$ cat src/opfmt_pkg.sv
`default_nettype none
package opfmt_pkg;

  localparam int SHORT_W = 16;
  localparam int INT_W = 32;
  localparam int EXT_W = 40;
  localparam int SEXP_W = 4;
  localparam int SFRAC_W = 11;
  localparam int EXP_W = 8;
  localparam int SPFRAC_W = 23;
  localparam int XFRAC_W = 31;
  localparam int PAD_SP = SPFRAC_W - SFRAC_W;
  localparam int PAD_X = XFRAC_W - SPFRAC_W;

  localparam logic [SEXP_W-1:0] SHORT_ZERO_EXP = 4'h8;
  localparam logic [EXP_W-1:0] WIDE_ZERO_EXP = 8'h80;

  typedef enum logic [2:0] {
    SRC_IMM_SIGNED,
    SRC_IMM_UNSIGNED,
    SRC_REG_INT,
    SRC_IMM_FLOAT,
    SRC_REG_SINGLE,
    SRC_REG_EXTENDED
  } src_sel_t;

  typedef struct packed {
    logic [SEXP_W-1:0] exp;
    logic sign;
    logic [SFRAC_W-1:0] frac;
  } short_float_t;

  typedef struct packed {
    logic [EXP_W-1:0] exp;
    logic sign;
    logic [SPFRAC_W-1:0] frac;
  } single_float_t;

  typedef struct packed {
    logic [EXP_W-1:0] exp;
    logic sign;
    logic [XFRAC_W-1:0] frac;
  } ext_float_t;

  typedef struct packed {
    src_sel_t sel;
    logic [SHORT_W-1:0] imm;
    logic [EXT_W-1:0] reg_val;
  } operand_req_t;

  typedef struct packed {
    logic [INT_W-1:0] int_op;
    ext_float_t ext_op;
    single_float_t mul_op;
    logic is_zero;
  } operand_out_t;

endpackage
`default_nettype wire

$ cat src/operand_format_convert.sv
`timescale 1ns/1ps
`default_nettype none
module operand_format_convert (
  input wire logic ref_clk,
  input wire logic rst,
  input wire opfmt_pkg::operand_req_t req,
  input wire logic req_valid,
  output opfmt_pkg::operand_out_t result_q,
  output logic result_valid_q
);
  import opfmt_pkg::*;

  short_float_t sf;
  single_float_t sp_in;
  ext_float_t x_in;
  ext_float_t sf_ext;
  ext_float_t sp_ext;
  single_float_t x_sp;
  logic sf_zero;
  logic sp_zero;
  logic x_zero;
  operand_out_t result_d;

  // field views of the raw inputs
  assign sf = short_float_t'(req.imm);
  assign sp_in = single_float_t'(req.reg_val[INT_W-1:0]);
  assign x_in = ext_float_t'(req.reg_val);

  // zero is decided by the exponent alone, as the format defines it
  assign sf_zero = (sf.exp == SHORT_ZERO_EXP);
  assign sp_zero = (sp_in.exp == WIDE_ZERO_EXP);
  assign x_zero = (x_in.exp == WIDE_ZERO_EXP);

  // short widened straight to extended; the single view is its top part
  always_comb
  begin
    sf_ext.exp = {{(EXP_W-SEXP_W){sf.exp[SEXP_W-1]}}, sf.exp};
    sf_ext.sign = sf.sign;
    sf_ext.frac = {sf.frac, {(XFRAC_W-SFRAC_W){1'b0}}};
    if (sf_zero)
    begin
      sf_ext.exp = WIDE_ZERO_EXP;
      sf_ext.sign = 1'b0;
      sf_ext.frac = '0;
    end
  end

  always_comb
  begin
    sp_ext.exp = sp_in.exp;
    sp_ext.sign = sp_in.sign;
    sp_ext.frac = {sp_in.frac, {PAD_X{1'b0}}};
    if (sp_zero)
    begin
      sp_ext.exp = WIDE_ZERO_EXP;
      sp_ext.sign = 1'b0;
      sp_ext.frac = '0;
    end
  end

  // truncation only; rounding belongs to the arithmetic units
  always_comb
  begin
    x_sp.exp = x_in.exp;
    x_sp.sign = x_in.sign;
    x_sp.frac = x_in.frac[XFRAC_W-1 -: SPFRAC_W];
  end

  always_comb
  begin
    result_d = '0;
    unique case (req.sel)
      SRC_IMM_SIGNED:
      begin
        result_d.int_op = {{(INT_W-SHORT_W){req.imm[SHORT_W-1]}}, req.imm};
        result_d.is_zero = (req.imm == '0);
      end
      SRC_IMM_UNSIGNED:
      begin
        result_d.int_op = {{(INT_W-SHORT_W){1'b0}}, req.imm};
        result_d.is_zero = (req.imm == '0);
      end
      SRC_REG_INT:
      begin
        // upper byte is neither read nor passed on
        result_d.int_op = req.reg_val[INT_W-1:0];
        result_d.is_zero = (req.reg_val[INT_W-1:0] == '0);
      end
      SRC_IMM_FLOAT:
      begin
        result_d.ext_op = sf_ext;
        result_d.mul_op = single_float_t'(sf_ext[EXT_W-1 -: INT_W]);
        result_d.is_zero = sf_zero;
      end
      SRC_REG_SINGLE:
      begin
        result_d.ext_op = sp_ext;
        result_d.mul_op = single_float_t'(sp_ext[EXT_W-1 -: INT_W]);
        result_d.is_zero = sp_zero;
      end
      SRC_REG_EXTENDED:
      begin
        result_d.ext_op = x_in;
        result_d.mul_op = x_sp;
        result_d.is_zero = x_zero;
      end
      default:
      begin
        result_d = '0;
      end
    endcase
  end

  // one register stage, the same for every format: conversion costs no cycle
  always_ff @(posedge ref_clk or posedge rst)
  begin
    if (rst)
      result_q <= '0;
    else
      result_q <= result_d;
  end

  always_ff @(posedge ref_clk or posedge rst)
  begin
    if (rst)
      result_valid_q <= 1'b0;
    else
      result_valid_q <= req_valid;
  end

  a_signed_imm_ext: assert property (@(posedge ref_clk) disable iff (rst)
    req_valid && req.sel == SRC_IMM_SIGNED
    |=> result_q.int_op[INT_W-1:SHORT_W] == {(INT_W-SHORT_W){$past(req.imm[SHORT_W-1])}})
    else $error("signed immediate not sign-extended");

  a_unsigned_imm_fill: assert property (@(posedge ref_clk) disable iff (rst)
    req.sel == SRC_IMM_UNSIGNED |=> result_q.int_op == {16'h0000, $past(req.imm)})
    else $error("unsigned immediate not zero-filled");

  a_reg_int_low: assert property (@(posedge ref_clk) disable iff (rst)
    req.sel == SRC_REG_INT |=> result_q.int_op == $past(req.reg_val[INT_W-1:0]))
    else $error("register integer operand wrong");

  a_short_zero_wide: assert property (@(posedge ref_clk) disable iff (rst)
    req.sel == SRC_IMM_FLOAT && req.imm[SHORT_W-1 -: SEXP_W] == SHORT_ZERO_EXP
    |=> result_q.ext_op == {WIDE_ZERO_EXP, 32'h0000_0000} && result_q.is_zero)
    else $error("short zero not widened to zero");

  a_short_exp_ext: assert property (@(posedge ref_clk) disable iff (rst)
    req.sel == SRC_IMM_FLOAT && req.imm[SHORT_W-1 -: SEXP_W] != SHORT_ZERO_EXP
    |=> $signed(result_q.mul_op.exp) == $signed($past(req.imm[SHORT_W-1 -: SEXP_W]))
        && result_q.mul_op.frac[PAD_SP-1:0] == '0)
    else $error("short exponent not sign-extended");

  a_single_pad: assert property (@(posedge ref_clk) disable iff (rst)
    req.sel == SRC_REG_SINGLE && req.reg_val[INT_W-1 -: EXP_W] != WIDE_ZERO_EXP
    |=> result_q.ext_op == {$past(req.reg_val[INT_W-1:0]), 8'h00})
    else $error("single not padded to extended");

  a_ext_truncate: assert property (@(posedge ref_clk) disable iff (rst)
    req.sel == SRC_REG_EXTENDED |=> result_q.mul_op == $past(req.reg_val[EXT_W-1:PAD_X]))
    else $error("extended not truncated to single");

  a_valid_latency: assert property (@(posedge ref_clk) disable iff (rst)
    req_valid |=> result_valid_q ##1 (result_valid_q == $past(req_valid)))
    else $error("operand latency not one cycle");

  a_ext_zero_flag: assert property (@(posedge ref_clk) disable iff (rst)
    req.sel == SRC_REG_EXTENDED |=> result_q.is_zero == ($past(req.reg_val[EXT_W-1 -: EXP_W]) == WIDE_ZERO_EXP))
    else $error("extended zero flag wrong");

  a_signed_low_half: assert property (@(posedge ref_clk) disable iff (rst)
    req.sel == SRC_IMM_SIGNED
    |=> result_q.int_op[SHORT_W-1:0] == $past(req.imm))
    else $error("signed immediate low half wrong");

  a_signed_zero_flag: assert property (@(posedge ref_clk) disable iff (rst)
    req.sel == SRC_IMM_SIGNED
    |=> result_q.is_zero == ($past(req.imm) == '0))
    else $error("signed immediate zero flag wrong");

  a_signed_value: assert property (@(posedge ref_clk) disable iff (rst)
    req.sel == SRC_IMM_SIGNED
    |=> $signed(result_q.int_op) == $signed($past(req.imm)))
    else $error("signed immediate value changed");

  a_unsigned_zero_flag: assert property (@(posedge ref_clk) disable iff (rst)
    req.sel == SRC_IMM_UNSIGNED
    |=> result_q.is_zero == ($past(req.imm) == '0))
    else $error("unsigned immediate zero flag wrong");

  a_unsigned_no_sign: assert property (@(posedge ref_clk) disable iff (rst)
    req.sel == SRC_IMM_UNSIGNED
    |=> result_q.int_op[INT_W-1:SHORT_W] == '0)
    else $error("unsigned immediate upper half not clear");

  a_signed_no_float: assert property (@(posedge ref_clk) disable iff (rst)
    req.sel == SRC_IMM_SIGNED
    |=> result_q.ext_op == '0 && result_q.mul_op == '0)
    else $error("signed immediate leaks into float operands");

  a_unsigned_no_float: assert property (@(posedge ref_clk) disable iff (rst)
    req.sel == SRC_IMM_UNSIGNED
    |=> result_q.ext_op == '0 && result_q.mul_op == '0)
    else $error("unsigned immediate leaks into float operands");

  a_reg_int_no_float: assert property (@(posedge ref_clk) disable iff (rst)
    req.sel == SRC_REG_INT
    |=> result_q.ext_op == '0 && result_q.mul_op == '0)
    else $error("register integer leaks into float operands");

  a_reg_int_zero: assert property (@(posedge ref_clk) disable iff (rst)
    req.sel == SRC_REG_INT
    |=> result_q.is_zero == ($past(req.reg_val[INT_W-1:0]) == '0))
    else $error("register integer zero flag wrong");

  a_float_no_int: assert property (@(posedge ref_clk) disable iff (rst)
    (req.sel == SRC_IMM_FLOAT || req.sel == SRC_REG_SINGLE || req.sel == SRC_REG_EXTENDED)
    |=> result_q.int_op == '0)
    else $error("float source leaks into integer operand");

  a_short_sign_frac: assert property (@(posedge ref_clk) disable iff (rst)
    req.sel == SRC_IMM_FLOAT && req.imm[SHORT_W-1 -: SEXP_W] != SHORT_ZERO_EXP
    |=> result_q.mul_op.sign == $past(req.imm[SFRAC_W])
        && result_q.mul_op.frac[SPFRAC_W-1 -: SFRAC_W] == $past(req.imm[SFRAC_W-1:0]))
    else $error("short float sign or fraction misplaced");

  a_short_ext_frac: assert property (@(posedge ref_clk) disable iff (rst)
    req.sel == SRC_IMM_FLOAT && req.imm[SHORT_W-1 -: SEXP_W] != SHORT_ZERO_EXP
    |=> result_q.ext_op.frac == {$past(req.imm[SFRAC_W-1:0]), {(XFRAC_W-SFRAC_W){1'b0}}})
    else $error("short float fraction not padded in extended");

  a_short_ext_exp: assert property (@(posedge ref_clk) disable iff (rst)
    req.sel == SRC_IMM_FLOAT && req.imm[SHORT_W-1 -: SEXP_W] != SHORT_ZERO_EXP
    |=> $signed(result_q.ext_op.exp) == $signed($past(req.imm[SHORT_W-1 -: SEXP_W])))
    else $error("short float exponent not sign-extended in extended");

  a_short_ext_sign: assert property (@(posedge ref_clk) disable iff (rst)
    req.sel == SRC_IMM_FLOAT && req.imm[SHORT_W-1 -: SEXP_W] != SHORT_ZERO_EXP
    |=> result_q.ext_op.sign == $past(req.imm[SFRAC_W]))
    else $error("short float sign lost in extended");

  a_short_zero_flag: assert property (@(posedge ref_clk) disable iff (rst)
    req.sel == SRC_IMM_FLOAT
    |=> result_q.is_zero == ($past(req.imm[SHORT_W-1 -: SEXP_W]) == SHORT_ZERO_EXP))
    else $error("short float zero flag wrong");

  a_short_nonzero: assert property (@(posedge ref_clk) disable iff (rst)
    req.sel == SRC_IMM_FLOAT && req.imm[SHORT_W-1 -: SEXP_W] != SHORT_ZERO_EXP
    |=> !result_q.is_zero)
    else $error("short float wrongly flagged zero");

  a_short_mul_match: assert property (@(posedge ref_clk) disable iff (rst)
    req.sel == SRC_IMM_FLOAT
    |=> result_q.mul_op == result_q.ext_op[EXT_W-1 -: INT_W])
    else $error("short float single view differs from extended");

  a_single_zero_wide: assert property (@(posedge ref_clk) disable iff (rst)
    req.sel == SRC_REG_SINGLE && req.reg_val[INT_W-1 -: EXP_W] == WIDE_ZERO_EXP
    |=> result_q.ext_op == {WIDE_ZERO_EXP, 32'h0000_0000} && result_q.is_zero
        && result_q.mul_op == {WIDE_ZERO_EXP, 24'h00_0000})
    else $error("single zero not widened to zero");

  a_single_mul_pass: assert property (@(posedge ref_clk) disable iff (rst)
    req.sel == SRC_REG_SINGLE && req.reg_val[INT_W-1 -: EXP_W] != WIDE_ZERO_EXP
    |=> result_q.mul_op == $past(req.reg_val[INT_W-1:0]))
    else $error("single operand not passed to multiplier");

  a_single_flag: assert property (@(posedge ref_clk) disable iff (rst)
    req.sel == SRC_REG_SINGLE
    |=> result_q.is_zero == ($past(req.reg_val[INT_W-1 -: EXP_W]) == WIDE_ZERO_EXP))
    else $error("single zero flag wrong");

  a_single_sign_keep: assert property (@(posedge ref_clk) disable iff (rst)
    req.sel == SRC_REG_SINGLE && req.reg_val[INT_W-1 -: EXP_W] != WIDE_ZERO_EXP
    |=> result_q.ext_op.sign == $past(req.reg_val[SPFRAC_W])
        && result_q.ext_op.exp == $past(req.reg_val[INT_W-1 -: EXP_W]))
    else $error("single sign or exponent lost in extended");

  a_single_ext_frac: assert property (@(posedge ref_clk) disable iff (rst)
    req.sel == SRC_REG_SINGLE
    |=> result_q.ext_op.frac[PAD_X-1:0] == '0)
    else $error("single widening left low fraction bits set");

  a_ext_pass: assert property (@(posedge ref_clk) disable iff (rst)
    req.sel == SRC_REG_EXTENDED
    |=> result_q.ext_op == $past(req.reg_val))
    else $error("extended operand not passed through");

  a_ext_exp_keep: assert property (@(posedge ref_clk) disable iff (rst)
    req.sel == SRC_REG_EXTENDED
    |=> result_q.mul_op.exp == $past(req.reg_val[EXT_W-1 -: EXP_W])
        && result_q.mul_op.sign == $past(req.reg_val[XFRAC_W]))
    else $error("extended narrowing changed exponent or sign");

  a_ext_zero_keep: assert property (@(posedge ref_clk) disable iff (rst)
    req.sel == SRC_REG_EXTENDED && req.reg_val[EXT_W-1 -: EXP_W] == WIDE_ZERO_EXP
    |=> result_q.ext_op.exp == WIDE_ZERO_EXP && result_q.is_zero)
    else $error("extended zero not kept");

  a_ext_nonzero: assert property (@(posedge ref_clk) disable iff (rst)
    req.sel == SRC_REG_EXTENDED && req.reg_val[EXT_W-1 -: EXP_W] != WIDE_ZERO_EXP
    |=> !result_q.is_zero)
    else $error("extended operand wrongly flagged zero");

  a_illegal_sel_zero: assert property (@(posedge ref_clk) disable iff (rst)
    req.sel > SRC_REG_EXTENDED
    |=> result_q == '0)
    else $error("unknown source code gave non-zero operand");

  a_valid_drop: assert property (@(posedge ref_clk) disable iff (rst)
    !req_valid
    |=> !result_valid_q)
    else $error("result valid without a request");

  c_signed_neg: cover property (@(posedge ref_clk) disable iff (rst)
    req_valid && req.sel == SRC_IMM_SIGNED && req.imm[SHORT_W-1]);
  c_short_zero: cover property (@(posedge ref_clk) disable iff (rst)
    req_valid && req.sel == SRC_IMM_FLOAT && sf_zero);
  c_ext_narrow: cover property (@(posedge ref_clk) disable iff (rst)
    req_valid && req.sel == SRC_REG_EXTENDED ##1 req_valid && req.sel == SRC_REG_SINGLE);
  c_unsigned_top: cover property (@(posedge ref_clk) disable iff (rst)
    req_valid && req.sel == SRC_IMM_UNSIGNED && req.imm[SHORT_W-1]);
  c_single_zero: cover property (@(posedge ref_clk) disable iff (rst)
    req_valid && req.sel == SRC_REG_SINGLE && sp_zero);

endmodule // operand_format_convert
`default_nettype wire

$ cat config.mk
export PLATFORM = sky130hd
export DESIGN_NAME = operand_format_convert
export DESIGN_NICKNAME = d
export VERILOG_FILES = /design/src/opfmt_pkg.sv /design/src/operand_format_convert.sv
export SDC_FILE = /design/constraint.sdc
export NUM_CORES = 1
export LEC_CHECK = 0
export BUFFER_PORTS_ARGS = -buffer_cell sky130_fd_sc_hd__buf_4
export CAP_MARGIN = 20
export CORE_MARGIN = 8
export CORE_UTILIZATION = 30
export CTS_CLUSTER_DIAMETER = 100
export DETAILED_ROUTE_END_ITERATION = 16
export PLACE_DENSITY = 0.57
export SYNTH_ARGS = -nofsm -noshare
export SYNTH_HDL_FRONTEND = slang
export SYNTH_SLANG_ARGS = --single-unit
$ cat constraint.sdc
create_clock -name ref_clk -period 2.2 [get_ports ref_clk]
set_input_delay 0.33 -clock ref_clk [delete_from_list [all_inputs] [get_ports ref_clk]]
set_output_delay 0.33 -clock ref_clk [all_outputs]
set_load 0.01 [all_outputs]
# After elaboration in Yosys (flattened, before gate mapping)
# Cells that the tools add are included.
# classes
eq_ne	8
mux	5
n_reduce_logical	4
# ops
cell	n
$pmux W72 S3	1
$pmux W32 S3	1
$mux W40	2
$logic_not A32 Y1	1
$eq A8 B8 Y1 const B	2
$logic_not A16 Y1	1
$eq A3 B2 Y1 const B	2
$eq A3 B3 Y1 const B	2
$pmux W1 S5	1
$eq A4 B4 Y1 const B	1
$eq A3 B1 Y1 const B	1
$logic_not A3 Y1	1
$reduce_or A2 Y1	1
# word_totals
reg_bits	106
in_bits	62
out_inout_bits	106
word_cells	26

# Logic depth before layout (Yosys ltp)
# depth
ltp_word	3
ltp_mapped	6
mapped_depth_nobuf	4

# Worst setup path after synthesis
# No wires, ideal clock.
# synth_timing
path_type	in2reg
start	in req[27] (netlist name)
end	reg result_q[15] (netlist name)
setup_time_ns	0.127
arrival_time_ns	1.269
t_required_ns	2.073
path_slack_ns	0.804
cell_stages	5
n_path_buf	1
path_cell_list	nor4_4 a311oi_2 buf_6 a222oi_1 inv_1
# synth_rtl
element	line_no	source
start: declaration	operand_format_convert.sv:6	input wire opfmt_pkg::operand_req_t req,
end signal: assignment	operand_format_convert.sv:120	result_q <= result_d;
end: declaration	operand_format_convert.sv:8	output opfmt_pkg::operand_out_t result_q,

==> flow_summary.ini <==
[run_status]
status = finished clean

[routing]
via_count = 2616
wl_met1_mm = 4.449
drt_iter0_markers = 229
drtPass1Iterations = 5
routed_wl_mm = 11.00
met3_length_mm = 1.153
drcViolationCount = 0
wl_met2_mm = 5.291
avgViaCountPerCell = 4.908
wl_per_cell_um = 20.64
maxUsedRoutingLayer = met4
antenna_left = 0

[die]
initial_core_util_pct = 30.70
design.core.area_um2 = 10230
io_pins = 168
dieArea_um2 = 14000
num_rows = 37
fp.dieH_um = 118.3
fp.dieW_um = 118.3

[setup_path]
worstSetupEndpoint = result_q[14]$_DFF_PP0_
required_ns = 2.48
endpoint_kind = flop
start_kind = primary input
crit_type = primary input to flop
cp_max_fo = 13
crit_arrival_ns = 1.86
crit_start = req[56]

[placement]
placed_area_um2 = 4335
dp.final_hpwl_mm = 8.759
gp_congestion = 0.8121
place.port_buffers = 167

[synth]
synthArstFlopShare_pct = 100.0
synth_top_area_share_pct = 58.96
synth.most_common_cell = dfrtp_1
syn_area_um2 = 3141
synth_area_leader_cell = dfrtp_1
avgSynthCellArea_um2 = 12.46
synth_edf_count = 0
synth_cell_type_count = 32
ys_ff_latch = 74
synth_nets = 314
ys.flop_type = dfrtp_1
synth-seq-area-share_pct = 58.96
syn_inst = 252
ys_warn_count = 0
synth_commonest_cells = dfrtp_1, buf_4, a22o_1, a21o_1, inv_1
synth_area_leaders = dfrtp_1, buf_4, a22o_1

[sta]
min_period_over_period_pct = 72.00
grt_setup_unrepaired = false
slew_headroom_pct = 40.66
setup_viol = 0
period_needed_ns = 1.584
hold_viol = 0
final_max_slew_viol_count = 0
worst_pin_slew_ns = 0.8901
max_freq_mhz = 631.3
setup-tns-final_ns = 0

[clock_network]
post_cts_buffers = 0
cts.clk_slew.worst_paths_ns = 0.08
max-clock-path-buffers = 2
cts_resized = 0
cts.sinks = 74
cts-root-buf = clkbuf_8
tritoncts = yes
hold_buffers = 0
htree_levels = 3
cts_buffers = 9

[pwr]
power_density_nw_per_um2 = 692.1
peakVddDrop_mv = 0.4345
leakagePower_nw = 2.525

[grt]
grt_start_max_net_pins = 33
grt_use_total_pct = 15.46
grt-ovfl-total = 0
grt_pass1_wl_mm = 16.79
antenna_found_initial = 0
grt_pass1_vias = 2818

[final_layout]
syn_to_final_growth_pct = 44.98
final_core_util_pct = 44.50
fillers = 969
drive_gt1_share_pct = 49.37
finalInstanceArea_um2 = 4553
diodes = 0
nets = 454

[flow_run]
cap_violations = 0

[worst_hold_path]
min_path_type = primary input to async pin
[layout make-up]
type / instances / area, µm² / area share (%)
Timing Repair Buffer: 175 / 1326 / 29.13
Clock buffer: 10 / 127.6 / 2.803
Multi-Input combinational cell: 118 / 930.9 / 20.45
Tap cell: 136 / 170.2 / 3.737
Inverter: 14 / 56.30 / 1.237
Clock inverter: 6 / 90.09 / 1.979
Sequential cell: 74 / 1852 / 40.67
[power breakdown]
part	total (mW)	switching, mW	internal, mW
Combinational	0.546	0.275	0.271
Sequential	1.46	0.0338	1.43
Clock	1.14	0.499	0.643
Total	3.15	0.808	2.34
[routing by layer]
| layer | global-route usage, % | vias to the layer above |
|---|---|---|
| li1 | - | 1169 |
| met1 | 18.51 | 1294 |
| met2 | 25.19 | 144 |
| met3 | 6.949 | 9 |
| met4 | 3.042 | 0 |
| met5 | 0 | - |
[flip-flops by register name, summed over array words and instances, names as in the netlist]
name / count
result_q: 73
result_valid_q: 1
[through the flow]
step	total power [mW]	hold WS, ns	setup slack (ns)	instances
floorplan	1.723	0.3614	0.8041	252
global placement	2.041	0.4409	0.3065	517
detailed placement	2.045	0.4413	0.2831	517
CTS	3.194	0.07631	0.6561	533
global route	3.289	0.06370	0.4107	533
finish	3.151	0.08440	0.6160	533
[kinds of logic (layout without fill, tap and decap cells)]
logic type      count (synthesis)  after routing  share of synthesized area [%]
mux                             8              8                          2.550
buf+inv                        60            205                          11.75
simple gates                   43             43                          9.045
flops                          74             74                          58.96
compound gates                 67             67                          17.69
[layout by cell type, fill, tap and decap left out, types with 2 or more instances in the layout]
master	n
nor3_1	4
dfrtp_1	74
buf_4	174
a21o_1	16
inv_1	13
clkinvlp_4	2
o21ai_0	8
and2_1	8
mux2i_1	8
nand4_1	3
a222oi_1	12
nor4_1	9
bufinv_16	2
nand2_1	5
nor2_1	2
a22o_1	28
clkbuf_8	9
[worst max-delay path: stages]
cell and delay (ns):
buf_4 0.22, and3b_1 0.28, a21boi_1 0.74, a222oi_1 0.19, inv_1 0.10
[worst min-delay path by stage]
stage | end | slack [ns]
after floorplan | result_valid_q$_DFF_PP0_ | 0.36
after global placement | result_valid_q$_DFF_PP0_ | 0.44
after global routing | result_valid_q$_DFF_PP0_ | 0.06
after CTS | result_valid_q$_DFF_PP0_ | 0.08
after detailed placement | result_valid_q$_DFF_PP0_ | 0.44
final | result_valid_q$_DFF_PP0_ | 0.08
Power figures use the tool's default switching activity.
